`config.mk`:
```
export PLATFORM = sky130hd
export DESIGN_NAME = hpc_regs
export DESIGN_NICKNAME = d
export VERILOG_FILES = /design/src/hw/hpc_pkg.sv /design/src/hw/hpc_sync2.sv /design/src/hw/hpc_regs.sv
export SDC_FILE = /design/constraint.sdc
export NUM_CORES = 1
export LEC_CHECK = 0
export ABC_AREA = 1
export BUFFER_PORTS_ARGS = -buffer_cell sky130_fd_sc_hd__buf_2
export CORE_MARGIN = 8
export CORE_UTILIZATION = 45
export DETAILED_ROUTE_END_ITERATION = 8
export PLACE_DENSITY = 0.71
export SYNTH_ARGS = -nofsm -noshare
export SYNTH_HDL_FRONTEND = slang
export SYNTH_SLANG_ARGS = --single-unit
```
`constraint.sdc`:
```
create_clock -name clk_in -period 2.7 [get_ports clk_in]
set_clock_uncertainty 0.1 [all_clocks]
set_input_delay 0.135 -clock clk_in [delete_from_list [all_inputs] [get_ports clk_in]]
set_output_delay 0.135 -clock clk_in [all_outputs]
set_load 0.05 [all_outputs]
```
`src/hw/hpc_pkg.sv`:
```
package hpc_pkg;
	// Word offsets of the register bank
	localparam logic [7:0] HPC_OFS_EMU_CTRL = 8'h04;
	localparam logic [7:0] HPC_OFS_PORT_CTRL = 8'h30;
	localparam logic [7:0] HPC_OFS_WR_ADDR = 8'h34;
	localparam logic [7:0] HPC_OFS_RD_ADDR = 8'h38;
	// Emulation suspend control fields
	localparam int HPC_EMU_FREE_BIT = 0;
	localparam int HPC_EMU_SOFT_BIT = 1;
	// Port control fields
	localparam int HPC_HALFWORD_ORDER_BIT = 0;
	localparam int HPC_H2C_BIT = 1;
	localparam int HPC_C2H_BIT = 2;
	localparam int HPC_RSV3_BIT = 3;
	localparam int HPC_FETCH_BIT = 4;
	localparam int HPC_SRST_BIT = 7;
	localparam int HPC_MIRROR_BIT = 8;
	localparam int HPC_SPLIT_BIT = 9;
	localparam int HPC_SEL_BIT = 11;
	localparam int HPC_RSV10_BIT = 10;
	// Values after reset
	localparam logic [1:0] HPC_EMU_RST = 2'h0;
	localparam logic [31:0] HPC_ADDR_RST = 32'h0000_0000;
	localparam logic HPC_RSV3_VAL = 1'b1;
	// Edges after reset release until the synchronised boot strap is valid
	localparam logic [1:0] HPC_STRAP_EDGES = 2'h3;
	// Which address register a host address access reaches
	typedef enum logic [1:0] {
		HPC_ATGT_WRITE = 2'b01,
		HPC_ATGT_READ = 2'b10
	} hpc_atgt_t;
	// Suspend state machine
	typedef enum logic [2:0] {
		HPC_RUN = 3'b001,
		HPC_DRAIN = 3'b010,
		HPC_HALT = 3'b100
	} hpc_state_t;
endpackage

```
`src/hw/hpc_sync2.sv`:
```
`timescale 1ns/1ps
`default_nettype none
// Two flip-flop level synchroniser
module hpc_sync2 (
	input wire logic clk_in,
	input wire logic rst_n_in,
	input wire logic async_in,
	output logic sync_out
);
	logic meta_q;
	always_ff @(posedge clk_in or negedge rst_n_in) begin
		if (!rst_n_in) begin
			meta_q <= 1'b0;
			sync_out <= 1'b0;
		end else begin
			meta_q <= async_in;
			sync_out <= meta_q;
		end
	end
endmodule // hpc_sync2
`default_nettype wire

```
`src/hw/hpc_regs.sv`:
```
// Function
// - Free clear, soft-stop 0: port keeps running during emulation suspend.
// - Free clear, soft-stop 1: halt on suspend after current transaction completes.
// - Free-run set: suspend ignored; otherwise soft-stop chooses behaviour.
// - Host owns control register with full access to writable fields.
// - CPU may only set CPU-to-host irq and clear host-to-CPU irq; other writes ignored except reset.
// - CPU writing 1 to soft reset bit triggers port soft reset.
// - Split mode: select bit 11 picks write (0) or read (1) address.
// - Split mode bit 9 clear: both address registers act as one.
// - Split mode set: host sees two registers; CPU always sees both.
// - Bit 8 is read-only mirror of halfword order, updated on write.
// - Host clears CPU-to-host irq by writing 1; zero writes ignored.
// - Soft reset bit resets to 0 when booting through host port.
// - Other boot: soft reset bit resets to 1; CPU clears before host access.
// - Host irq pin is inverse of CPU-to-host irq bit.
// - Host write 1 raises CPU irq bit, pulsing only if it was clear; CPU write 1 clears it.
// - Halfword order 0: most significant half first; 1: least first.
`timescale 1ns/1ps
`default_nettype none
module hpc_regs
	import hpc_pkg::*;
(
	input wire logic clk_in,
	input wire logic rst_n_in,
	input wire logic host_boot_in,
	// Host side register port
	input wire logic host_wr_in,
	input wire logic host_rd_in,
	input wire logic [7:0] host_addr_in,
	input wire logic [31:0] host_wdata_in,
	output logic [31:0] host_rdata_out,
	// Host address register access (single word strobes)
	input wire logic host_aw_in,
	input wire logic [31:0] host_awdata_in,
	output logic [31:0] host_ardata_out,
	// Local CPU register port
	input wire logic cpu_wr_in,
	input wire logic cpu_rd_in,
	input wire logic [7:0] cpu_addr_in,
	input wire logic [31:0] cpu_wdata_in,
	output logic [31:0] cpu_rdata_out,
	// Port status and controls
	input wire logic emu_suspend_in,
	input wire logic xfer_busy_in,
	output logic port_halt_out,
	output logic soft_reset_out,
	output logic host_irq_n_out,
	output logic cpu_irq_out,
	output logic lsh_first_out,
	output logic fetch_req_out,
	output logic [31:0] wr_addr_out,
	output logic [31:0] rd_addr_out
);
	logic boot_sync;
	logic free_q, soft_q;
	logic halfword_order_q, c2h_q, h2c_q, split_q, sel_q, srst_q, rsv10_q;
	logic [1:0] srst_cnt_q;
	logic [31:0] waddr_q, raddr_q;
	hpc_state_t state_q;
	logic host_ctl_wr, cpu_ctl_wr, host_emu_wr, cpu_emu_wr;
	logic [31:0] ctl_word;
	hpc_atgt_t atgt;

	hpc_sync2 u_boot_sync (
		.clk_in(clk_in),
		.rst_n_in(rst_n_in),
		.async_in(host_boot_in),
		.sync_out(boot_sync)
	);

	function automatic logic hit(input logic wr, input logic [7:0] a, input logic [7:0] ofs);
		hit = wr && (a == ofs);
	endfunction

	assign host_ctl_wr = hit(host_wr_in, host_addr_in, HPC_OFS_PORT_CTRL);
	assign cpu_ctl_wr = hit(cpu_wr_in, cpu_addr_in, HPC_OFS_PORT_CTRL);
	assign host_emu_wr = hit(host_wr_in, host_addr_in, HPC_OFS_EMU_CTRL);
	assign cpu_emu_wr = hit(cpu_wr_in, cpu_addr_in, HPC_OFS_EMU_CTRL);

	// Host address target: one shared register unless split mode
	always_comb begin
		if (split_q && sel_q) begin
			atgt = HPC_ATGT_READ;
		end else begin
			atgt = HPC_ATGT_WRITE;
		end
	end

	always_comb begin
		ctl_word = 32'h0000_0000;
		ctl_word[HPC_SEL_BIT] = sel_q;
		ctl_word[HPC_RSV10_BIT] = rsv10_q;
		ctl_word[HPC_SPLIT_BIT] = split_q;
		ctl_word[HPC_MIRROR_BIT] = halfword_order_q;
		ctl_word[HPC_SRST_BIT] = srst_q;
		ctl_word[HPC_RSV3_BIT] = HPC_RSV3_VAL;
		ctl_word[HPC_C2H_BIT] = c2h_q;
		ctl_word[HPC_H2C_BIT] = h2c_q;
		ctl_word[HPC_HALFWORD_ORDER_BIT] = halfword_order_q;
	end

	// Emulation suspend control, written by either side
	always_ff @(posedge clk_in or negedge rst_n_in) begin
		if (!rst_n_in) begin
			{soft_q, free_q} <= HPC_EMU_RST;
		end else if (host_emu_wr) begin
			free_q <= host_wdata_in[HPC_EMU_FREE_BIT];
			soft_q <= host_wdata_in[HPC_EMU_SOFT_BIT];
		end else if (cpu_emu_wr) begin
			free_q <= cpu_wdata_in[HPC_EMU_FREE_BIT];
			soft_q <= cpu_wdata_in[HPC_EMU_SOFT_BIT];
		end
	end

	// Host-owned configuration fields
	always_ff @(posedge clk_in or negedge rst_n_in) begin
		if (!rst_n_in) begin
			halfword_order_q <= 1'b0;
			split_q <= 1'b0;
			sel_q <= 1'b0;
			rsv10_q <= 1'b0;
		end else if (host_ctl_wr) begin
			halfword_order_q <= host_wdata_in[HPC_HALFWORD_ORDER_BIT];
			split_q <= host_wdata_in[HPC_SPLIT_BIT];
			sel_q <= host_wdata_in[HPC_SEL_BIT];
			rsv10_q <= host_wdata_in[HPC_RSV10_BIT];
		end
	end

	// CPU-to-host interrupt: CPU sets, host clears, set wins
	always_ff @(posedge clk_in or negedge rst_n_in) begin
		if (!rst_n_in) begin
			c2h_q <= 1'b0;
		end else if (cpu_ctl_wr && cpu_wdata_in[HPC_C2H_BIT]) begin
			c2h_q <= 1'b1;
		end else if (host_ctl_wr && host_wdata_in[HPC_C2H_BIT]) begin
			c2h_q <= 1'b0;
		end
	end

	// Host-to-CPU interrupt: host sets, CPU clears, set wins
	always_ff @(posedge clk_in or negedge rst_n_in) begin
		if (!rst_n_in) begin
			h2c_q <= 1'b0;
			cpu_irq_out <= 1'b0;
		end else begin
			cpu_irq_out <= host_ctl_wr && host_wdata_in[HPC_H2C_BIT] && !h2c_q;
			if (host_ctl_wr && host_wdata_in[HPC_H2C_BIT]) begin
				h2c_q <= 1'b1;
			end else if (cpu_ctl_wr && cpu_wdata_in[HPC_H2C_BIT]) begin
				h2c_q <= 1'b0;
			end
		end
	end

	// Soft reset bit: strap followed until the synchroniser has passed it through
	always_ff @(posedge clk_in or negedge rst_n_in) begin
		if (!rst_n_in) begin
			srst_q <= 1'b0;
			srst_cnt_q <= 2'h0;
			soft_reset_out <= 1'b0;
		end else begin
			soft_reset_out <= cpu_ctl_wr && cpu_wdata_in[HPC_SRST_BIT];
			if (srst_cnt_q != HPC_STRAP_EDGES) begin
				srst_cnt_q <= srst_cnt_q + 2'h1;
				srst_q <= !boot_sync;
			end else if (host_ctl_wr) begin
				srst_q <= host_wdata_in[HPC_SRST_BIT];
			end else if (cpu_ctl_wr) begin
				srst_q <= cpu_wdata_in[HPC_SRST_BIT];
			end
		end
	end

	// Address registers: CPU reaches each separately, host through target
	always_ff @(posedge clk_in or negedge rst_n_in) begin
		if (!rst_n_in) begin
			waddr_q <= HPC_ADDR_RST;
			raddr_q <= HPC_ADDR_RST;
		end else begin
			if (cpu_wr_in && cpu_addr_in == HPC_OFS_WR_ADDR) begin
				waddr_q <= cpu_wdata_in;
			end else if (host_aw_in && (atgt == HPC_ATGT_WRITE || !split_q)) begin
				waddr_q <= host_awdata_in;
			end
			if (cpu_wr_in && cpu_addr_in == HPC_OFS_RD_ADDR) begin
				raddr_q <= cpu_wdata_in;
			end else if (host_aw_in && (atgt == HPC_ATGT_READ || !split_q)) begin
				raddr_q <= host_awdata_in;
			end
		end
	end

	// Suspend handling, request is same-clock from debug logic
	always_ff @(posedge clk_in or negedge rst_n_in) begin
		if (!rst_n_in) begin
			state_q <= HPC_RUN;
		end else begin
			unique case (state_q)
				HPC_RUN: begin
					if (emu_suspend_in && !free_q && soft_q) begin
						state_q <= xfer_busy_in ? HPC_DRAIN : HPC_HALT;
					end
				end
				HPC_DRAIN: begin
					if (!emu_suspend_in || free_q || !soft_q) begin
						state_q <= HPC_RUN;
					end else if (!xfer_busy_in) begin
						state_q <= HPC_HALT;
					end
				end
				HPC_HALT: begin
					if (!emu_suspend_in || free_q || !soft_q) begin
						state_q <= HPC_RUN;
					end
				end
			endcase
		end
	end

	// Registered outputs
	always_ff @(posedge clk_in or negedge rst_n_in) begin
		if (!rst_n_in) begin
			host_rdata_out <= 32'h0000_0000;
			cpu_rdata_out <= 32'h0000_0000;
			host_ardata_out <= HPC_ADDR_RST;
			host_irq_n_out <= 1'b1;
			lsh_first_out <= 1'b0;
			port_halt_out <= 1'b0;
			fetch_req_out <= 1'b0;
			wr_addr_out <= HPC_ADDR_RST;
			rd_addr_out <= HPC_ADDR_RST;
		end else begin
			host_irq_n_out <= !c2h_q;
			lsh_first_out <= halfword_order_q;
			port_halt_out <= (state_q == HPC_HALT);
			fetch_req_out <= host_ctl_wr && host_wdata_in[HPC_FETCH_BIT];
			wr_addr_out <= waddr_q;
			rd_addr_out <= raddr_q;
			host_ardata_out <= (atgt == HPC_ATGT_READ) ? raddr_q : waddr_q;
			if (host_rd_in) begin
				unique case (host_addr_in)
					HPC_OFS_EMU_CTRL: host_rdata_out <= {30'h0, soft_q, free_q};
					HPC_OFS_PORT_CTRL: host_rdata_out <= ctl_word;
					HPC_OFS_WR_ADDR: host_rdata_out <= waddr_q;
					HPC_OFS_RD_ADDR: host_rdata_out <= raddr_q;
					default: host_rdata_out <= 32'h0000_0000;
				endcase
			end
			if (cpu_rd_in) begin
				unique case (cpu_addr_in)
					HPC_OFS_EMU_CTRL: cpu_rdata_out <= {30'h0, soft_q, free_q};
					HPC_OFS_PORT_CTRL: cpu_rdata_out <= ctl_word;
					HPC_OFS_WR_ADDR: cpu_rdata_out <= waddr_q;
					HPC_OFS_RD_ADDR: cpu_rdata_out <= raddr_q;
					default: cpu_rdata_out <= 32'h0000_0000;
				endcase
			end
		end
	end
endmodule // hpc_regs
`default_nettype wire

```
==> results.md, run 1 <==
- Core area: 0.0224 mm2
- Row cnt: 55
- CP Data Required Time: 3060 ps
- Worst Reg2Reg Path Length in Cells: 7
- Antenna Violating Nets Remaining: 0
- Vias: 9869
- Post-Syn Area: 0.0102 mm2
- Minimum clock period: 2530 ps
- Final setup violating endpoints: 0
- Endpoint class of the critical path: flip-flop
- Reg2reg start: split_q
- Hold Crit Start: cpu_addr_in[6]
- Outcome: finished clean
- Switching Fraction: 29.4%
- Dominant synthesized flop cell: dfrtp_1
- Crit path DAT: 2890 ps
- RSZ-0062 raised after global routing: false
- Layout Utilization: 61.8%
- Tcrit/Tclk final: 93.7%
- Reported leakage power: 0.00740 uW
- Worst reg2reg path endpoint: waddr_q[13]
- Chip height: 167 um
- Final RePlAce weighted congestion: 0.848
- Filler instances: 1846
- Synth top cells by count: nand2_1, nand3_1, dfrtp_1
- Initial core utilization: 45.5%
- Nets: 1654
- Vias in the first global route: 10200
- Final Power: 9160 uW
- Initial DRC Count: 1017
- Synth async-reset ratio: 100%
- CTS Buf Count: 27
- Antenna violations before repair: 5
- Port bufs: 263
- CTS tree: built
- # clock sinks: 246
- Most common cell in the netlist: nand2_1
- CTS H-tree depth: 1
- Placed cell areas: 0.0118 mm2
- Comb power frac: 16.2%
- Final hold vios: 0
- Switching pwr: 2700 uW
- Max VDD drop: 554 uV
- Ratio of cells with drive above 1 in the final layout: 22.6%
- Post-CTS sizing: 0
- Die width: 167 um
- CP startpoint kind: flip-flop
- Final Max Tran Viols: 0
- Max Cap Viol: 0
- Hold path cells: 6
- Syn-to-layout area delta: 35.8%
- Sequential Power Share: 45.3%
- Fmax: 0.395 GHz
- Longest Clk Path Bufs: 3
- Largest net degree at the start of global routing: 86
- Worst hold path class: in2reg
- CP Class: reg2reg
- Syn Nets: 1283
- Global route overflow: 0
- Top cell type's share of synthesized area: 59.8%
- Final HPWL DP: 22.3 mm
- Slew @ Worst Pin: 1160 ps
- FF-to-FF setup slack: 170 ps
- Unique masters post-synth: 32
- #FFs+latches synth: 246
- Clk_lat worst skew: 520 ps
- Yosys Warn Count: 0
- TNS Setup: 0 ps
- CTS root buf: clkbuf_16
- Post-Route WL: 36.1 mm
- Finished Cell Area: 0.0139 mm2
- Num ports: 288
- GRT Resource Usage Total: 25.6%
- Slew margin rel.: 23.0%
- EDFF count, synth: 0
- Register area share after synthesis: 60.3%
- Post-route DRC: 0
- Wire per inst: 19.7 um
- First-pass GRT wire length: 56.8 mm
- Clock power share: 38.6%
- CP Max Fanout: 32
- Largest area contributor in the netlist: dfrtp_1
- Total die area: 0.0278 mm2
- Internal power: 6460 uW
- Synth top area cells: dfrtp_1, nand2_1, nand3_1
- Synthesized area per cell: 8.81 um2
- Pre-antenna DRT Iters: 6
- CTS clk-pin slew, worst paths: 60 ps
- Synth Instances: 1160
- Power Density: 661 mW/mm2
- Via density: 5.37
- Hold Path End: soft_reset_out
-- cells by family after synthesis --
kind of cell,after synthesis,synth area share (%)
and+or+nand+nor,697,29.6
DFF,246,60.3
buffers and inverters,130,5.39
AOI/OAI and AO/OA,84,4.37
xor gates and xnor gates,1,0.0858
muxes,1,0.110
adders and majority gates,1,0.122
-- cells in the final DEF (no fill, tap or decap), drive strengths merged --
| cell type | instances |
|---|---|
| nor2 | 23 |
| inv | 68 |
| diode | 5 |
| dfrtp | 244 |
| clkinv | 5 |
| nand3 | 247 |
| and2 | 1 |
| dfstp | 2 |
| mux2 | 1 |
| buf | 285 |
| bufinv | 1 |
| clkinvlp | 1 |
| ha | 1 |
| o21ai | 69 |
| xnor2 | 1 |
| or2 | 1 |
| o211ai | 1 |
| nand4 | 1 |
| nor3 | 2 |
| nand2 | 418 |
| clkbuf | 39 |
| a21oi | 2 |
| o22ai | 12 |
| dlygate4sd3 | 118 |
| nand3b | 4 |
-- cell type report --
type,count,area (um2),area share (%)
inverter,69,259,1.87
sequential,246,6160,44.4
clock buffer,39,781,5.63
multi-input combinational,784,3530,25.4
tap,285,357,2.57
timing repair buffer,403,2710,19.5
antenna,5,12.5,0.0902
clock inverter,6,61.3,0.442
-- flip-flops by register name (all words and copies together), names as in the netlist, 2 cells and up --
name	cells
waddr_q	32
host_rdata_out	32
host_ardata_out	32
rd_addr_out	32
cpu_rdata_out	32
srst_cnt_q	2
state_q	3
wr_addr_out	32
raddr_q	32
-- critical path, cell delays in order, from the launching register on --
cell	delay (ps)
dfrtp_1	490
nand2_2	90
inv_2	240
nor2_4	50
inv_2	620
nand3_1	180
nand3_1	120
dlygate4sd3_1	570
-- worst max-delay path by stage --
stage	startpoint	end	slack, ps
final	split_q	waddr_q[13]	170
after global routing	split_q	waddr_q[11]	40
after CTS	split_q	waddr_q[2]	240
after detailed placement	cpu_addr_in[6]	waddr_q[9]	640
after global placement	cpu_addr_in[0]	waddr_q[6]	730
after floorplan	split_q	waddr_q[10]	1310
-- routing by layer --
| metal | vias up | wire (um) | share of wire (%) | GRT usage (%) |
|---|---|---|---|---|
| met5 | - | 0 | 0 | 0 |
| met4 | 0 | 1140 | 3.2 | 9.95 |
| met3 | 91 | 3550 | 9.8 | 6.71 |
| li1 | 4505 | - | - | - |
| met2 | 564 | 16800 | 46 | 41.3 |
| met1 | 4709 | 14600 | 41 | 32.6 |
-- timing repair --
item                      4_1_cts  5_1_grt
setup buffers                   0        0
hold buffers                  118        0
hold endpoints to repair      283        0
-- power by group through the flow --
stage | combinational, uW | clock [uW] | sequential [uW]
3_5_place_dp | 1310 | 0 | 4200
5_1_grt | 1590 | 3730 | 4170
6_report | 1480 | 3530 | 4150
4_1_cts | 1470 | 3570 | 4140
2_1_floorplan | 333 | 0 | 4670
3_3_place_gp | 1290 | 0 | 4200
-- stage by stage --
| step | std cells | setup slack, ps | hold slack [ps] |
|---|---|---|---|
| 5_1_grt | 1837 | 44.8 | 44.0 |
| 3_5_place_dp | 1669 | 643 | 17.3 |
| 6_report | 1837 | 170 | 30.2 |
| 2_1_floorplan | 1160 | 1310 | -261 |
| 4_1_cts | 1832 | 244 | 12.7 |
| 3_3_place_gp | 1669 | 735 | 19.0 |
Power figures use the tool's default switching activity.
==> run 2: changes to the inputs <==
- ABC_AREA: 1 -> default
- CELL_PAD_IN_SITES_DETAIL_PLACEMENT: default -> 1
- CELL_PAD_IN_SITES_GLOBAL_PLACEMENT: default -> 1
- CORE_UTILIZATION: 45 -> 43
- PLACE_DENSITY: 0.71 -> default
- PLACE_DENSITY_LB_ADDON: default -> 0.1
==> run 2 against run 1 <==
Die area grew 0.99%; global-route usage shrank 0.83 points; critical endpoint is now c2h_q; combinational power grew 93%; worst setup slack lost 59 ps.
==> results.md, run 2 <==
- CP Buf/Inv Count: 3
- Total die area: 0.0281 mm2
- FF-to-FF setup slack: 160 ps
- Worst reg2reg path endpoint: waddr_q[17]
- Hold path cells: 5
- Synth top cells by count: dfrtp_1, a21oi_1, nor2_1
- Die width: 167 um
- Vias in the first global route: 9429
- EDFF count, synth: 0
- Synth Instances: 841
- Minimum clock period: 2590 ps
- Post-Syn Area: 0.00987 mm2
- Worst Reg2Reg Path Length in Cells: 6
- Final RePlAce weighted congestion: 0.813
- Top cell type's share of synthesized area: 61.9%
- Clk_lat worst skew: 540 ps
- CTS clk-pin slew, worst paths: 60 ps
- CP Data Required Time: 3000 ps
- Most frequent cells in the layout: buf_2, dfrtp_1, dlygate4sd3_1, a21oi_1, nor2_1
- Antenna violations before repair: 1
- Final hold vios: 0
- Inst Count DP: 1358
- Yosys Warn Count: 0
- Initial core utilization: 43.7%
- Syn Nets: 964
- Nets: 1347
- Slew margin rel.: 55.5%
- Delay of the slowest critical-path stage: 620 ps
- Largest area contributor in the netlist: dfrtp_1
- Hold Path End: cpu_rdata_out[0]
- CTS H-tree depth: 1
- Global route overflow: 0
- Syn-to-layout area delta: 38.0%
- Via density: 5.38
- Most common cell in the netlist: dfrtp_1
- Crit-path leading delay family: simple AND/OR/NAND/NOR gates
- Reg2reg start: sel_q
- RSZ-0062 raised after global routing: false
- Final std cells w/o fill: 1528
- Final setup violating endpoints: 0
- Port bufs: 263
- Worst-case hold slack: 13.3 ps
- First-pass GRT wire length: 55.0 mm
- Worst hold path class: in2reg
- #FFs+latches synth: 246
- TNS Setup: 0 ps
- Core area: 0.0226 mm2
- Wire per inst: 22.8 um
- Max VDD drop: 573 uV
- Dominant synthesized flop cell: dfrtp_1
- Reported leakage power: 0.00658 uW
- Initial DRC Count: 318
- CP Class: in2reg
- CP startpoint kind: input port
- Ratio of cells with drive above 1 in the final layout: 29.4%
- Post-route setup slack: 111 ps
- Final HPWL DP: 22.2 mm
- GRT Resource Usage Total: 24.8%
- Num ports: 288
- Ant. Diodes: 0
- CP max stage cell: nor4_4
- CP dominant cell by count: dlygate4sd3_1
- Largest net degree at the start of global routing: 81
- CP cell instances: dlygate4sd3_1 -> buf_2 -> or4_4 -> nor4_4 -> nand2_1 -> a22o_1 -> dlygate4sd3_1
- Synth top area cells: dfrtp_1, mux2i_1, a21oi_1
- Max Cap Viol: 0
- Pre-CTS setup slack: 599 ps
- Synthesized area per cell: 11.7 um2
- CTS Buf Count: 27
- Register area share after synthesis: 62.4%
- Post-Route WL: 34.8 mm
- Unique masters post-synth: 47
- Longest Clk Path Bufs: 3
- Most common cell after layout, fill and taps aside: buf_2
- Tcrit/Tclk final: 95.9%
- Antenna Violating Nets Remaining: 0
- CP Max Fanout: 8
- Pre-antenna DRT Iters: 4
- Endpoint class of the critical path: flip-flop
- Chip height: 167 um
- Final Max Tran Viols: 0
- Post-route DRC: 0
- Row cnt: 55
- Hold Crit Start: cpu_addr_in[0]
- CTS root buf: clkbuf_16
- Filler instances: 2437
- Outcome: finished clean
- CTS tree: built
- Synth async-reset ratio: 100%
- Fmax: 0.386 GHz
- # clock sinks: 246
- Power Density: 814 mW/mm2
- Final Power: 11100 uW
- Vias: 8228
- Crit path DAT: 2890 ps
- Slew @ Worst Pin: 650 ps
- Setup repair bufs after CTS: 0
-- run 2: changes by cell type after synthesis, moves of 51 or more --
cell,change
a21oi_1,+87
nor2_1,+70
o21ai_0,-53
o22ai_1,+51
nand3_1,-243
nand2_1,-403
mux2i_1,+81
-- run 2: metal layers --
| metal | track usage [%] | part of all wire [%] |
|---|---|---|
| met5 | 0 | 0.023 |
| met4 | 8.15 | 3.0 |
| met2 | 42.6 | 49 |
| met1 | 29.6 | 40 |
| met3 | 7.01 | 7.2 |
-- run 2: worst max path at each step --
stage	from	endpoint	depth (start not counted)
finish	host_addr_in[1]	c2h_q	7
global route	host_addr_in[1]	c2h_q	7
CTS	sel_q	waddr_q[13]	6
detailed placement	host_addr_in[1]	rsv10_q	4
global placement	host_addr_in[1]	rsv10_q	4
floorplan	sel_q	waddr_q[10]	6
-- run 2: power breakdown --
group	internal (uW)	switching, uW	total, uW	leakage [uW]
registers	4330	559	4890	0.00306
clock network	1910	1430	3340	0.000379
logic	904	1950	2850	0.00314
total	7140	3940	11100	0.00658
-- run 2: kinds of logic (layout without fill, tap and decap cells) --
family	Yosys count	in the layout	synth area share [%]
adder cells (fa/ha/maj)	1	1	0.127
buffers and inverters	124	526	4.89
flip-flops	246	246	62.4
multiplexers	116	116	12.2
XOR/XNOR	3	3	0.266
AND/OR/NAND/NOR	132	132	6.45
AO/OA/AOI/OAI	219	219	13.6
-- run 2: what timing repair did --
item / in CTS / in global routing
resized for setup: 0 / 1
hold buffers: 122 / 0
hold endpoints to repair: 203 / 0
setup endpoints to repair: 0 / 1
-- run 2: metrics by stage --
stage | util, % | instance area (um2)
floorplan | - | 9870
global route | 60.3 | 13600
finish | 60.3 | 13600
detailed placement | 51.4 | 11600
CTS | 60.3 | 13600
global placement | 51.4 | 11600
-- run 2: layout make-up --
class                           instances  area, um2  share of cell area, %
Clock buffer                           42        752                   5.52
Tap cell                              285        357                   2.62
Sequential cell                       246       6160                   45.2
Multi-Input combinational cell        471       3270                   24.0
Timing Repair Buffer                  407       2780                   20.4
Inverter                               71        267                   1.96
Clock inverter                          6       38.8                  0.285
-- run 2: tightest hold or removal path: cells and delay by family --
family / cells / cell delay [ps]
simple gates: 2 / 160
compound gates: 2 / 190
buf+inv: 1 / 110
==> run 3: changes to the inputs <==
- MAX_ROUTING_LAYER: default -> met4
==> run 3 against run 2 <==
Clock-buffer cell count unchanged; wire length decreased by 0.13%; first-iteration DRC count increased by 6.0%; clock power about the same.
==> results.md, run 3 (synthesized netlist as in run 2, its figures left out) <==
- CTS Buf Count: 27
- Global route overflow: 0
- Setup repair bufs after CTS: 0
- Total die area: 0.0281 mm2
- CP Max Fanout: 8
- Final RePlAce weighted congestion: 0.825
- Most common cell after layout, fill and taps aside: buf_2
- CP dominant cell by count: dlygate4sd3_1
- Largest net degree at the start of global routing: 81
- Slew @ Worst Pin: 648 ps
- Critical Path Stages: 7
- CP Class: in2reg
- Crit-path leading delay family: simple AND/OR/NAND/NOR gates
- CP Buf/Inv Count: 3
- Antenna violations before repair: 2
- CTS root buf: clkbuf_16
- Initial DRC Count: 337
- Worst hold path class: in2reg
- GRT Resource Usage Total: 25.5%
- Max Cap Viol: 0
- Crit path DAT: 2880 ps
- Nets: 1347
- Syn-to-layout area delta: 38.0%
- Initial core utilization: 43.7%
- Power Density: 813 mW/mm2
- Slew margin rel.: 55.7%
- Worst Reg2Reg Path Length in Cells: 6
- Clk_lat worst skew: 540 ps
- Final Max Tran Viols: 0
- Delay of the slowest critical-path stage: 610 ps
- Vias: 8195
- Final hold vios: 0
- Tcrit/Tclk final: 95.5%
- Post-route DRC: 0
- Fmax: 0.388 GHz
- RSZ-0062 raised after global routing: false
- Port bufs: 263
- Vias in the first global route: 9440
- Placed cell areas: 0.0116 mm2
- Final setup violating endpoints: 0
- Finished Cell Area: 0.0136 mm2
- # clock sinks: 246
- CP cell instances: dlygate4sd3_1 -> buf_2 -> or4_4 -> nor4_4 -> nand2_1 -> a22o_1 -> dlygate4sd3_1
- Num ports: 288
- TNS Setup: 0 ps
- Longest Clk Path Bufs: 3
- Chip height: 167 um
- First-pass GRT wire length: 54.9 mm
- Post-Route WL: 34.8 mm
- Final HPWL DP: 22.2 mm
- Wire per inst: 22.7 um
- CTS clk-pin slew, worst paths: 60 ps
- Reported leakage power: 0.00658 uW
- Antenna Violating Nets Remaining: 0
- CP max stage cell: or4_4
- Row cnt: 55
- Minimum clock period: 2580 ps
- Outcome: finished clean
- CP Data Required Time: 3000 ps
- CTS H-tree depth: 1
- Hold path cells: 5
- Via density: 5.36
- Ratio of cells with drive above 1 in the final layout: 29.4%
- CTS tree: built
- CP startpoint kind: input port
- Core area: 0.0226 mm2
- Pre-antenna DRT Iters: 5
- Most frequent cells in the layout: buf_2, dfrtp_1, dlygate4sd3_1, a21oi_1, nor2_1
- Die width: 167 um
- Max VDD drop: 576 uV
- Endpoint class of the critical path: flip-flop
-- run 3: path summary, 6_finish.rpt --
| kind | from | endpoint | slack (ps) |
|---|---|---|---|
| setup / recovery | host_addr_in[1] | c2h_q | 120 |
| hold / removal | cpu_addr_in[0] | cpu_rdata_out[0] | 20 |
| setup reg to reg | sel_q | waddr_q[17] | 160 |
| hold reg to reg | u_boot_sync.meta_q | u_boot_sync.sync_out | 260 |
| max in group asynchronous | rst_n_in | host_ardata_out[24] | 1610 |
| min in group asynchronous | rst_n_in | srst_cnt_q[0] | 100 |
-- run 3: cell type report --
| type | count | area [um2] |
|---|---|---|
| Antenna cell | 2 | 5.00 |
| Clock buffer | 42 | 752 |
| Clock inverter | 6 | 38.8 |
| Fill cell | 2436 | 8950 |
| Inverter | 71 | 267 |
| Multi-Input combinational cell | 471 | 3270 |
| Sequential cell | 246 | 6160 |
| Tap cell | 285 | 357 |
| Timing Repair Buffer | 407 | 2780 |
-- run 3: metrics by stage --
| step | instances | hold WS [ps] | worst slack [ps] | power (uW) | util (%) |
|---|---|---|---|---|---|
| after CTS | 1528 | 4.66 | 141 | 11100 | 60.3 |
| after global routing | 1530 | 66.5 | 29.4 | 11500 | 60.3 |
| after detailed placement | 1358 | 76.4 | 599 | 7510 | 51.4 |
| after floorplan | 841 | -261 | 805 | 6590 | - |
| after global placement | 1358 | 72.2 | 601 | 7440 | 51.4 |
| final | 1530 | 22.1 | 122 | 11100 | 60.3 |
-- run 3: power breakdown --
group	switching (uW)	leakage, uW	internal [uW]	total [uW]
logic	1950	0.00314	904	2850
clock network	1430	0.000379	1910	3330
registers	557	0.00306	4330	4890
total	3930	0.00658	7140	11100
-- run 3: metal layers --
| layer | part of all wire (%) | GRT usage (%) | up-vias |
|---|---|---|---|
| met2 | 49 | 42.6 | 255 |
| li1 | - | - | 3738 |
| met4 | 3.0 | 8.15 | 0 |
| met5 | 0 | - | - |
| met1 | 41 | 29.8 | 4134 |
| met3 | 7.0 | 6.75 | 68 |
-- run 3: timing repair --
action	in CTS	in global routing
endpoints found under the hold margin	203	0
resized for setup	0	1
hold buffers	122	0
endpoints found under the setup margin	0	1
-- run 3: worst reg2reg max path, delay by kind of cell (launching register included) --
kind	cells	cell delay [ps]
flip-flops	1	450
multiplexers	1	200
AO/OA/AOI/OAI	1	90
buffers and inverters	2	890
AND/OR/NAND/NOR	2	690
